`src/ivpm_pkg.sv`:
```
package ivpm_pkg;
    // Special-function register byte offsets
    localparam logic [3:0] IE_ONE_OFS = 4'h0;
    localparam logic [3:0] IE_TWO_OFS = 4'h1;
    localparam logic [3:0] IFG_ONE_OFS = 4'h2;
    localparam logic [3:0] IFG_TWO_OFS = 4'h3;
    localparam logic [3:0] ME_ONE_OFS = 4'h4;
    localparam logic [3:0] ME_TWO_OFS = 4'h5;
    // Bit positions
    localparam int WDT_BIT = 0;
    localparam int OF_BIT = 1;
    localparam int NMI_BIT = 4;
    localparam int ACCV_BIT = 5;
    localparam int RX_BIT = 0;
    localparam int TX_BIT = 1;
    localparam int SPI_BIT = 0;
    // Implemented-bit masks
    localparam logic [7:0] IE_ONE_MASK = 8'h33;
    localparam logic [7:0] IFG_ONE_MASK = 8'h13;
    localparam logic [7:0] IE_TWO_MASK = 8'h03;
    localparam logic [7:0] IFG_TWO_MASK = 8'h03;
    localparam logic [7:0] ME_ONE_MASK = 8'h00;
    localparam logic [7:0] ME_TWO_MASK = 8'h03;
    localparam logic [7:0] SFR_RESET = 8'h00;
    // Vector word addresses
    localparam logic [15:0] VEC_RESET = 16'hfffe;
    localparam logic [15:0] VEC_NMI = 16'hfffc;
    localparam logic [15:0] VEC_WDT = 16'hfff4;
    localparam logic [15:0] VEC_CC0 = 16'hfff2;
    localparam logic [15:0] VEC_CC12 = 16'hfff0;
    localparam logic [15:0] VEC_RX = 16'hffee;
    localparam logic [15:0] VEC_TX = 16'hffec;
    localparam logic [15:0] VEC_ADC = 16'hffea;
    localparam logic [15:0] VEC_P2 = 16'hffe6;
    localparam logic [15:0] VEC_P1 = 16'hffe4;
    // Priorities
    localparam logic [3:0] PRI_RESET = 4'hf;
    localparam logic [3:0] PRI_NMI = 4'he;
    localparam logic [3:0] PRI_WDT = 4'ha;
    localparam logic [3:0] PRI_CC0 = 4'h9;
    localparam logic [3:0] PRI_CC12 = 4'h8;
    localparam logic [3:0] PRI_RX = 4'h7;
    localparam logic [3:0] PRI_TX = 4'h6;
    localparam logic [3:0] PRI_ADC = 4'h5;
    localparam logic [3:0] PRI_P2 = 4'h3;
    localparam logic [3:0] PRI_P1 = 4'h2;

    typedef enum logic [2:0] {
        RUN_STATE = 3'b000,
        SLEEP_LEVEL_ZERO = 3'b001,
        SLEEP_LEVEL_ONE = 3'b010,
        SLEEP_LEVEL_TWO = 3'b011,
        SLEEP_LEVEL_THREE = 3'b100,
        SLEEP_LEVEL_FOUR = 3'b101
    } ivpm_mode_e;

    // Clock gate controls
    typedef struct packed {
        logic cpu_run;
        logic main_clk_en;
        logic submain_clock_en;
        logic aux_clk_en;
        logic digital_osc_dc_en;
        logic crystal_en;
    } ivpm_clk_s;

    // Peripheral event pulses and level requests
    typedef struct packed {
        logic por;
        logic reset_pin;
        logic wdt_expire;
        logic key_violation_flag;
        logic wdt_interval;
        logic nmi_pin_event;
        logic osc_fault;
        logic flash_violation_flag;
        logic serial_rx_flag;
        logic serial_tx_flag;
        logic cc0_req;
        logic cc12_ovf_req;
        logic converter_done_flag;
        logic [7:0] port_one_flags;
        logic [7:0] port_two_flags;
    } ivpm_src_s;

    // Vector offer to the CPU
    typedef struct packed {
        logic valid;
        logic [3:0] prio;
        logic [15:0] addr;
    } ivpm_vec_s;
endpackage : ivpm_pkg

```
`src/ivpm_ctrl.sv`:
```
`timescale 1ns/100ps
// Function
// [RQ1] Run state enables every clock and CPU
// [RQ2] Level zero: CPU, main off; others run
// [RQ3] Level one also drops unused oscillator generator
// [RQ4] Level two: main, submain off; generator on
// [RQ5] Level three: only auxiliary clock stays
// [RQ6] Level four: everything stopped, crystal off
// [RQ7] Enabled interrupt wakes; return restores level
// [RQ8] Vectors live at 0ffe0h to 0ffffh
// [RQ9] Reset sources use 0fffeh, priority 15
// [RQ10] Nonmaskable group shares 0fffch, priority 14
// [RQ11] Nonmaskable gated by own enable only
// [RQ12] Watchdog, timer vectors at fixed addresses
// [RQ13] Serial receive and transmit vectors
// [RQ14] Converter and port vectors fixed
// [RQ15] Shared vectors need flag read by handler
// [RQ16] Unassigned register bits have no storage
// [RQ17] Watchdog enable matters only in interval mode
// [RQ18] Watchdog flag set on overflow, bad key
// [RQ19] Watchdog flag cleared by power-up, pin reset
// [RQ20] Oscillator fault and pin event set flags
// [RQ21] Module enable two holds serial enables
// [RQ22] All eight port-two flags are honoured
// [RQ23] Port three raises no interrupts
// [RQ24] Highest-priority pending vector goes first; an offered vector is held and fetched first, only reset replaces it
// [RQ25] Unassigned vector slots never selected
module ivpm_ctrl (
    // Clock, reset, enable
    input wire logic mclk_i,
    input wire logic reset_n_i,
    input wire logic ce_i,
    // Register port
    input wire logic sfr_wr_i,
    input wire logic [3:0] sfr_addr_i,
    input wire logic [7:0] sfr_wdata_i,
    output logic [7:0] sfr_rdata_o,
    // CPU status and handshake
    input wire logic gie_i,
    input wire logic [2:0] mode_req_i,
    input wire logic mode_wr_i,
    input wire logic reti_i,
    input wire logic vec_ack_i,
    input wire logic dco_is_main_i,
    input wire logic wdt_interval_mode_i,
    input wire logic reset_pin_mode_i,
    // Peripheral sources
    input wire ivpm_pkg::ivpm_src_s src_i,
    // Outputs
    output ivpm_pkg::ivpm_vec_s vec_o,
    output ivpm_pkg::ivpm_clk_s clk_o,
    output logic [2:0] mode_o,
    output logic por_pending_o
);
    import ivpm_pkg::*;

    // ------------------------------------------------------------
    // Register storage
    // ------------------------------------------------------------
    logic [7:0] ie_one;
    logic [7:0] ie_two;
    logic [7:0] ifg_one;
    logic [7:0] ifg_two;
    logic [7:0] me_two;
    logic reset_latched;
    ivpm_mode_e mode;
    ivpm_mode_e saved_mode;
    logic in_handler;

    // Write decode
    wire wr_ie1 = ce_i && sfr_wr_i && (sfr_addr_i == IE_ONE_OFS);
    wire wr_ie2 = ce_i && sfr_wr_i && (sfr_addr_i == IE_TWO_OFS);
    wire wr_if1 = ce_i && sfr_wr_i && (sfr_addr_i == IFG_ONE_OFS);
    wire wr_if2 = ce_i && sfr_wr_i && (sfr_addr_i == IFG_TWO_OFS);
    wire wr_me2 = ce_i && sfr_wr_i && (sfr_addr_i == ME_TWO_OFS);

    // Hardware flag set terms; set beats a software clear in the same cycle
    logic [7:0] ifg1_set;
    logic [7:0] ifg2_set;
    always_comb begin
        ifg1_set = 8'h00;
        // [RQ18] watchdog flag set
        ifg1_set[WDT_BIT] = src_i.wdt_expire | src_i.key_violation_flag | src_i.wdt_interval;
        // [RQ20] fault and pin flags
        ifg1_set[OF_BIT] = src_i.osc_fault;
        ifg1_set[NMI_BIT] = src_i.nmi_pin_event;
        ifg2_set = 8'h00;
        ifg2_set[RX_BIT] = src_i.serial_rx_flag;
        ifg2_set[TX_BIT] = src_i.serial_tx_flag;
    end

    // [RQ19] watchdog flag clear on power-up or pin reset
    wire wdt_flag_clr = src_i.por | (src_i.reset_pin & reset_pin_mode_i);

    wire nmi_take;
    wire [7:0] next_ifg_one = (((wr_if1 ? sfr_wdata_i : ifg_one) | ifg1_set)
                               & IFG_ONE_MASK) & ~(wdt_flag_clr ? 8'h01 : 8'h00);

    // [RQ16] only implemented bits are stored
    always_ff @(posedge mclk_i or negedge reset_n_i) begin
        if (!reset_n_i) begin
            ie_one <= SFR_RESET;
            ie_two <= SFR_RESET;
            ifg_one <= SFR_RESET;
            ifg_two <= SFR_RESET;
            me_two <= SFR_RESET;
        end else if (ce_i) begin
            if (wr_ie1) ie_one <= sfr_wdata_i & IE_ONE_MASK;
            else if (nmi_take) ie_one <= ie_one & ~8'h32;
            if (wr_ie2) ie_two <= sfr_wdata_i & IE_TWO_MASK;
            ifg_one <= next_ifg_one;
            ifg_two <= ((wr_if2 ? sfr_wdata_i : ifg_two) | ifg2_set) & IFG_TWO_MASK;
            // [RQ21] module enable two storage
            if (wr_me2) me_two <= sfr_wdata_i & ME_TWO_MASK;
        end
    end

    // ------------------------------------------------------------
    // Read mux
    // ------------------------------------------------------------
    wire [7:0] rd_mux = (sfr_addr_i == IE_ONE_OFS) ? ie_one :
                        (sfr_addr_i == IE_TWO_OFS) ? ie_two :
                        (sfr_addr_i == IFG_ONE_OFS) ? ifg_one :
                        (sfr_addr_i == IFG_TWO_OFS) ? ifg_two :
                        (sfr_addr_i == ME_TWO_OFS) ? me_two : 8'h00;
    always_ff @(posedge mclk_i or negedge reset_n_i) begin
        if (!reset_n_i) sfr_rdata_o <= 8'h00;
        else if (ce_i) sfr_rdata_o <= rd_mux;
    end

    // ------------------------------------------------------------
    // Request gating
    // ------------------------------------------------------------
    // [RQ9] reset group held until the CPU takes the vector
    always_ff @(posedge mclk_i or negedge reset_n_i) begin
        if (!reset_n_i) reset_latched <= 1'b1;
        else if (ce_i) begin
            if (src_i.por | src_i.reset_pin | src_i.wdt_expire | src_i.key_violation_flag)
                reset_latched <= 1'b1;
            else if (vec_ack_i && vec_o.prio == PRI_RESET) reset_latched <= 1'b0;
        end
    end

    // [RQ11] own enables only, no global gate
    wire req_nmi = (ifg_one[NMI_BIT] & ie_one[NMI_BIT]) | (ifg_one[OF_BIT] & ie_one[OF_BIT])
                 | (src_i.flash_violation_flag & ie_one[ACCV_BIT]);
    assign nmi_take = vec_ack_i && vec_o.valid && vec_o.prio == PRI_NMI;
    // [RQ17] watchdog enable only in interval mode
    wire req_wdt = gie_i & wdt_interval_mode_i & ifg_one[WDT_BIT] & ie_one[WDT_BIT];
    wire req_cc0 = gie_i & src_i.cc0_req;
    wire req_cc12 = gie_i & src_i.cc12_ovf_req;
    // [RQ13] serial requests
    wire req_rx = gie_i & ifg_two[RX_BIT] & ie_two[RX_BIT];
    wire req_tx = gie_i & ifg_two[TX_BIT] & ie_two[TX_BIT];
    wire req_adc = gie_i & src_i.converter_done_flag;
    // [RQ22] all eight port-two flags; [RQ23] no port three input
    wire req_p2 = gie_i & (|src_i.port_two_flags);
    wire req_p1 = gie_i & (|src_i.port_one_flags);

    // ------------------------------------------------------------
    // Priority encoder
    // ------------------------------------------------------------
    // [RQ24] highest first; [RQ25] empty slots never chosen
    ivpm_vec_s next_vec;
    always_comb begin
        next_vec = '0;
        // [RQ8] [RQ12] [RQ14] fixed table
        if (reset_latched) next_vec = '{1'b1, PRI_RESET, VEC_RESET};
        else if (req_nmi) next_vec = '{1'b1, PRI_NMI, VEC_NMI};
        else if (req_wdt) next_vec = '{1'b1, PRI_WDT, VEC_WDT};
        else if (req_cc0) next_vec = '{1'b1, PRI_CC0, VEC_CC0};
        else if (req_cc12) next_vec = '{1'b1, PRI_CC12, VEC_CC12};
        else if (req_rx) next_vec = '{1'b1, PRI_RX, VEC_RX};
        else if (req_tx) next_vec = '{1'b1, PRI_TX, VEC_TX};
        else if (req_adc) next_vec = '{1'b1, PRI_ADC, VEC_ADC};
        // [RQ15] shared vectors leave source flags intact
        else if (req_p2) next_vec = '{1'b1, PRI_P2, VEC_P2};
        else if (req_p1) next_vec = '{1'b1, PRI_P1, VEC_P1};
    end

    // An offer stands until the CPU fetches it, so a flag cleared by the
    // handler cannot pull a vector away mid-fetch; only reset may replace it
    wire hold_offer = vec_o.valid && !reset_latched;
    always_ff @(posedge mclk_i or negedge reset_n_i) begin
        if (!reset_n_i) vec_o <= '0;
        else if (ce_i) vec_o <= vec_ack_i ? '0 : hold_offer ? vec_o : next_vec;
    end

    // ------------------------------------------------------------
    // Power mode sequencing
    // ------------------------------------------------------------
    wire wake = next_vec.valid;
    always_ff @(posedge mclk_i or negedge reset_n_i) begin
        if (!reset_n_i) begin
            mode <= RUN_STATE;
            saved_mode <= RUN_STATE;
            in_handler <= 1'b0;
        end else if (ce_i) begin
            if (mode != RUN_STATE && wake) begin
                // [RQ7] wake and remember level
                saved_mode <= mode;
                mode <= RUN_STATE;
                in_handler <= 1'b1;
            end else if (reti_i && in_handler) begin
                // [RQ7] restore on return
                mode <= saved_mode;
                in_handler <= 1'b0;
            end else if (mode_wr_i && mode == RUN_STATE && mode_req_i <= 3'b101) begin
                mode <= ivpm_mode_e'(mode_req_i);
            end
        end
    end

    // Clock gates per mode
    ivpm_clk_s next_clk;
    always_comb begin
        next_clk = '1;
        unique case (mode)
            // [RQ1] all running
            RUN_STATE: next_clk = '1;
            // [RQ2] CPU and main stopped
            SLEEP_LEVEL_ZERO: next_clk = 6'b001111;
            // [RQ3] generator off if unused
            SLEEP_LEVEL_ONE: next_clk = {4'b0011, dco_is_main_i, 1'b1};
            // [RQ4] generator on
            SLEEP_LEVEL_TWO: next_clk = 6'b000111;
            // [RQ5] auxiliary only
            SLEEP_LEVEL_THREE: next_clk = 6'b000101;
            // [RQ6] all stopped
            SLEEP_LEVEL_FOUR: next_clk = 6'b000000;
            default: next_clk = '1;
        endcase
    end

    always_ff @(posedge mclk_i or negedge reset_n_i) begin
        if (!reset_n_i) clk_o <= '1;
        else if (ce_i) clk_o <= next_clk;
    end

    assign mode_o = mode;
    assign por_pending_o = reset_latched;
endmodule : ivpm_ctrl

```
`config.mk`:
```
export PLATFORM = sky130hd
export DESIGN_NAME = ivpm_ctrl
export DESIGN_NICKNAME = d
export VERILOG_FILES = /design/src/ivpm_pkg.sv /design/src/ivpm_ctrl.sv
export SDC_FILE = /design/constraint.sdc
export NUM_CORES = 1
export LEC_CHECK = 0
export BUFFER_PORTS_ARGS = -buffer_cell sky130_fd_sc_hd__clkbuf_2
export CORE_ASPECT_RATIO = 0.6
export CORE_MARGIN = 5
export CORE_UTILIZATION = 25
export DETAILED_ROUTE_END_ITERATION = 10
export GPL_TIMING_DRIVEN = 1
export PLACE_DENSITY = 0.52
export SETUP_SLACK_MARGIN = 0.2
export SYNTH_ARGS = -nofsm -noshare
export SYNTH_HDL_FRONTEND = slang
export SYNTH_SLANG_ARGS = --single-unit
```
`constraint.sdc`:
```
create_clock -name mclk_i -period 1.55 [get_ports mclk_i]
set_input_delay 0.0775 -clock mclk_i [delete_from_list [all_inputs] [get_ports mclk_i]]
set_output_delay 0.0775 -clock mclk_i [all_outputs]
set_load 0.005 [all_outputs]
```
==> results of run 1 <==
worst reg2reg max path, stage by stage, from the launching register on:
cell      delay (ns)
dfrtp_1         0.35
a311oi_1        0.09
buf_4           0.15
o211a_4         0.25
a311oi_4        0.39
mux2_4          0.34
through the flow:
stage / total power, mW / setup TNS [ns] / worst slack [ns] / instances / utilization (%)
after floorplan: 1.71 / -0.195 / -0.0651 / 210 / -
after global placement: 2.14 / -0.300 / -0.0793 / 412 / 34.6
after detailed placement: 2.15 / -0.722 / -0.141 / 412 / 34.6
after CTS: 3.29 / -0.833 / -0.151 / 421 / 36.8
after global routing: 3.49 / -1.58 / -0.213 / 424 / 37.4
final: 3.30 / -0.639 / -0.138 / 424 / 37.4
worst paths after layout:
path	endpoint	slack, ns	start	cells after the start
max	saved_mode[1]	-0.14	ie_one[0]	5
min	ie_one[5]	0.03	sfr_wdata_i[5]	2
max reg2reg	saved_mode[1]	-0.14	ie_one[0]	5
min reg2reg	clk_o[1]	0.47	clk_o[1]	2
max in group asynchronous	clk_o[5]	0.66	reset_n_i	3
min in group asynchronous	mode_o[2]	0.30	reset_n_i	2
report_power, final:
part	switching [mW]	internal [mW]	total, mW
Clock	0.359	0.758	1.12
Combinational	0.463	0.536	0.999
Sequential	0.126	1.06	1.19
cells by family after synthesis:
kind of cell,Yosys count
AO/OA/AOI/OAI,65
buffers and inverters,44
flip-flops,34
multiplexers,11
other,1
AND/OR/NAND/NOR,51
final cells by class:
type,count,area [um^2]
Inverter,15,56.3
Multi-Input combinational cell,132,996
Fill cell,837,4980
Timing Repair Buffer,127,757
Sequential cell,34,858
Clock buffer,6,129
Tap cell,108,135
Clock inverter,2,37.5
flip-flops by register name, summed over array words and instances, names as in the netlist:
| name | cells |
|---|---|
| ifg_one | 3 |
| in_handler | 1 |
| saved_mode | 3 |
| ie_one | 4 |
| vec_o | 5 |
| ifg_two | 2 |
| por_pending_o | 1 |
| mode_o | 3 |
| me_two | 2 |
| sfr_rdata_o | 4 |
| ie_two | 2 |
| clk_o | 4 |
routing by layer:
metal	share of wire (%)	track usage [%]	up-vias
met5	0	0	-
met4	0.15	1.93	0
met3	7.9	4.05	2
met2	41	18.6	74
met1	51	19.0	947
li1	-	-	978
cells in the final DEF (no fill, tap or decap), types with 2 or more instances in the layout:
cell / netlist / routed
a21oi_1: 8 / 6
a21oi_2: 0 / 2
a22o_1: 7 / 7
a31oi_1: 5 / 5
a32oi_1: 3 / 3
a41o_1: 3 / 3
a41oi_1: 3 / 3
buf_4: 22 / 39
buf_6: 0 / 3
clkbuf_16: 0 / 5
clkbuf_2: 0 / 84
conb_1: 1 / 5
dfrtp_1: 29 / 28
dfstp_2: 5 / 5
inv_1: 14 / 13
inv_2: 1 / 2
mux2_2: 5 / 5
mux2_4: 3 / 3
mux2i_1: 3 / 3
nand2_1: 11 / 11
nand2b_1: 2 / 2
nand3_1: 5 / 5
nor2_1: 10 / 10
nor4_1: 7 / 7
nor4b_1: 2 / 2
o21ai_0: 10 / 9
o22ai_1: 2 / 2
o2bb2ai_1: 2 / 2
o32ai_1: 3 / 3
or4_4: 0 / 2
timing repair:
action,in CTS,in global routing
gates cloned,0,0
hold buffers,1,0
endpoints found under the setup margin,13,14
gates resized for setup,1,8
setup buffers,0,3
pin swaps,3,3
hold endpoints to repair,16,0
==> flow_summary.toml, run 1 <==
[synthesis]
synth_top_area_cell = "dfrtp_1"
synth.area.top_cells = "dfrtp_1, buf_4, dfstp_2"
ys.flop_type = "dfrtp_1"
syn-cell-area_um2 = 2060
synthMuxAreaShare_pct = 6.37
synth_fa_ha_area_share_pct = 0
ys_types = 59
synth_top_family_by_area = "compound AO/OA/AOI/OAI gates"
ys_top_cells_by_count = "dfrtp_1, buf_4, inv_1, nand2_1"
synth_compound_area_share_pct = 25.4
ys_ff_latch = 34
avgSynthCellArea_um2 = 10.0
yosys_warnings = 0
synthXorXnorAreaFrac_pct = 0
syn_inst = 206
yosys.area_share.simple_pct = 14.4
synth-edff-count = 0
ys_async_sr_fraction_pct = 100
seq_area_frac_synth_pct = 41.6
synth_top_area_share_pct = 35.2
synth_most_common_cell = "dfrtp_1"

[flow_run]
drv_cap = 0

[global_routing]
grt_start_max_net_pins = 19
first_global_vias = 2032
grt-ovfl-total = 0
antenna_found_initial = 0
grt_pass1_wl_um = 10500
grt_usage_pct = 12.9

[status]
status = "complete, but fails checks"
violations = "negative setup slack"

[sta]
slew_violations = 0
finalHoldViolCount = 0
setup_viol = 8
rsz0062_at_grt = "yes"
period_needed_ns = 1.69
worst_clock_skew_ns = 0.00308
layout_setup_ws_ns = -0.138
fmax_ghz = 0.593
hold_slack_ns = 0.0347
period_share_pct = 109

[floorplanning]
io_pins = 94
core_um2 = 7950
start_util_pct = 26.0
rows = 25
die_y_um = 80.3
dieArea_um2 = 10200
die_w_um = 127

[power]
leakagePower_nw = 1.46
power.density_nw_per_um2 = 1110
ir_worst_vdd_v = 0.000548

[worst_hold_path]
hold_path.class = "in -> reg"

[routing]
dr.pass1.iters = 4
drtAntennaViolNets = 0
via_per_inst = 4.72
drc = 0
via_count = 2001
drtIter0Drc = 78
routed_wl_um = 6510
wl_per_cell_um = 15.4

[worst_setup_path]
crit_arrival_ns = 1.85
critical_path.top_delay_family = "compound AO/OA/AOI/OAI gates"
crit_fanout = 4
max_stage_delay_ns = 0.39
path_cells = "a311oi_1 > buf_4 > o211a_4 > a311oi_4 > mux2_4"
criticalPathCategory = "reg -> reg"
cp.required_ns = 1.71
cp-end-kind = "flop"
critPathBufInv = 1
startpoint_type = "flop"
crit_path_top_delay_cell = "a311oi_4"

[placement]
gp_congestion = 0.776
dpl_cell_area_um2 = 2750
port_buffers = 84
place.detailed.hpwl_um = 5380

[cells_and_area]
design_area_um2 = 2970
diodes = 0
area_growth_pct = 44.0
layout-drive-gt1-share_pct = 51.9
layout.nets = 370

[clock_tree]
cts_root_buffer = "clkbuf_16"
cts_num_sinks = 34
cts_buffer_depth = 2
cts.htree.levels = 2
cts_made_buffers = 5
path_clk_slew_ns = 0.05
clk_latency_ns = 0.27
cts_tree = "built"
(Power assumes the default switching activity.)
==> inputs of run 2 (changes only) <==
- ABC_AREA: unset -> 1
==> run 2 against run 1 <==
Against the previous run:
- the run now ends clean
- via count is 0.50% higher
- critical path type unchanged
- synthesized area decreased by 1.6%
- largest cell class unchanged
- routed wire length down 8.8%
==> flow_summary.toml, run 2 <==
[worst_setup_path]
reg2reg_to = "mode_o[1]"
ff2ff_setup_slack_ns = 0.15
timing.rr.start = "ifg_one[4]"
startpoint_type = "flop"
ff2ff_path_depth = 10
path_cells = "nand2_2 > nand3_4 > nor2_4 > nand2_2 > nor2_4 > nand2_4 > nand3_4 > buf_12 > nand3_1 > nand2_1"
cp-end-kind = "flop"
crit_fanout = 8
crit_cells = 10
critPathBufInv = 1
criticalPathCategory = "reg -> reg"
cp.required_ns = 1.76
crit_arrival_ns = 1.61
critical_path.top_delay_family = "simple AND/OR/NAND/NOR gates"
crit_path_top_delay_cell = "dfrtp_1"
max_stage_delay_ns = 0.39

[global_routing]
grt_pass1_wl_um = 9470
met3_usage_pct = 3.94
grt.met2_usage_pct = 17.0
grt_usage_pct = 11.8
grt_start_max_net_pins = 21
first_global_vias = 1939
use_met1_pct = 17.0
busiest_layer = "met2"
antenna_found_initial = 0
grt-ovfl-total = 0

[cells_and_area]
largest_reg_flops = 5
largest-register = "vec_o"
diodes = 0
layout_common_cells = "clkbuf_2, nand2_1, dfrtp_1"
design_area_um2 = 2830
area_growth_pct = 39.5
layout.nets = 416
layout-drive-gt1-share_pct = 43.4
layout_commonest_cell = "clkbuf_2"

[synthesis]
synth.area.top_cells = "dfrtp_1, nand2_1, buf_4"
ys.flop_type = "dfrtp_1"
seq_area_frac_synth_pct = 42.3
synth_top_area_share_pct = 35.8
ys_ff_latch = 34
synth_most_common_cell = "nand2_1"
ys_types = 32
syn-cell-area_um2 = 2030
syn_inst = 267
yosys_warnings = 0
synth_top_area_cell = "dfrtp_1"
synth-edff-count = 0
ys_top_cells_by_count = "nand2_1, dfrtp_1, o21ai_1, nor2_1, buf_4"
avgSynthCellArea_um2 = 7.60
ys_async_sr_fraction_pct = 100

[floorplanning]
die_w_um = 126
start_util_pct = 25.7
core_um2 = 7880
dieArea_um2 = 10100
io_pins = 94
die_y_um = 79.8
rows = 25

[routing]
via_count = 2011
drtAntennaViolNets = 0
routed_wl_um = 5940
dr.pass1.iters = 6
via_per_inst = 4.28
drc = 0
wl_per_cell_um = 12.6
drtIter0Drc = 66

[power]
p_int_mw = 2.24
ir_worst_vdd_v = 0.000543
p_sw_share_pct = 33.2
p_seq_share_pct = 36.3
power_switching_mw = 1.12
p_total_mw = 3.36
leakagePower_nw = 1.47
power_frac_clock_pct = 28.0
p_comb_share_pct = 35.7
power.density_nw_per_um2 = 1190

[worst_hold_path]
hold_path.startpoint = "src_i[20]"
hold_depth = 3
hold-path-endpoint = "ifg_two[0]"
hold_path.class = "in -> reg"

[sta]
rsz0062_at_grt = "yes"
period_needed_ns = 1.40
finalHoldViolCount = 0
period_share_pct = 90.5
layout_setup_ws_ns = 0.147
worst_clock_skew_ns = 0.00214
setup_viol = 0
fin_setup_tns_ns = 0
slew_violations = 0
fmax_ghz = 0.713
hold_slack_ns = 0.0248

[clock_tree]
cts_made_buffers = 5
path_clk_slew_ns = 0.05
cts_num_sinks = 34
cts_root_buffer = "clkbuf_16"
cts_buffer_depth = 2
cts_tree = "built"
cts.htree.levels = 2
clk_latency_ns = 0.27

[status]
status = "complete, no violations"

[placement]
port_buffers = 84
gp_congestion = 0.818
place.detailed.hpwl_um = 4800
preCtsSetupSlack_ns = -0.0120
dpl_cell_area_um2 = 2540

[flow_run]
drv_cap = 0
==> run 2: repair_timing <==
item	in CTS	in global routing
pin swaps	3	5
buffers inserted	2	7
gates resized for setup	6	12
setup endpoints to repair	7	11
hold buffers	1	0
endpoints found under the hold margin	10	0
==> run 2: kinds of logic (layout without fill, tap and decap cells) <==
group | count (synthesis) | in the layout | synth area share [%]
buffers and inverters | 54 | 145 | 14.9
muxes | 3 | 3 | 1.67
other | 1 | 5 | 0.185
DFF | 34 | 34 | 42.3
and+or+nand+nor | 124 | 124 | 25.9
AOI/OAI and AO/OA | 51 | 51 | 15.1
==> run 2: routing by layer <==
metal  vias to the layer above  part of all wire, %
met5                         -                    0
met4                         0                 0.64
met3                         5                  7.5
met2                        62                   41
met1                       912                   51
li1                       1032                    -
==> run 2: through the flow <==
stage | util [%] | cells
6_report | 35.9 | 470
3_5_place_dp | 32.2 | 452
5_1_grt | 35.9 | 470
4_1_cts | 34.6 | 463
3_3_place_gp | 32.2 | 452
2_1_floorplan | - | 271
==> run 2: final cells by class <==
type	instances	area, um^2
Clock buffer	8	136
Fill cell	831	5050
Inverter	28	105
Multi-Input combinational cell	183	956
Sequential cell	34	858
Tap cell	108	135
Timing Repair Buffer	109	639
==> run 2: worst max path at each step <==
stage                          start   endpoint  slack, ns
after floorplan            vec_o[14]   vec_o[4]       0.25
after global placement     ie_one[4]  mode_o[1]       0.05
after detailed placement   ie_one[4]  mode_o[1]      -0.01
after CTS                 ifg_one[4]  mode_o[1]        0.1
after global routing       mode_o[1]  mode_o[0]       0.03
final                     ifg_one[4]  mode_o[1]       0.15
==> run 2: tightest hold or removal path: stages <==
cell and delay [ns]:
clkbuf_2 0.08, o21ai_1 0.06, nand2_1 0.05
==> run 2: power groups by stage <==
| stage | registers, mW | logic, mW | clock network (mW) |
|---|---|---|---|
| floorplan | 1.25 | 0.627 | 0 |
| global placement | 1.23 | 1.06 | 0 |
| detailed placement | 1.24 | 1.07 | 0 |
| CTS | 1.23 | 1.12 | 0.965 |
| global route | 1.24 | 1.35 | 0.995 |
| finish | 1.22 | 1.20 | 0.941 |
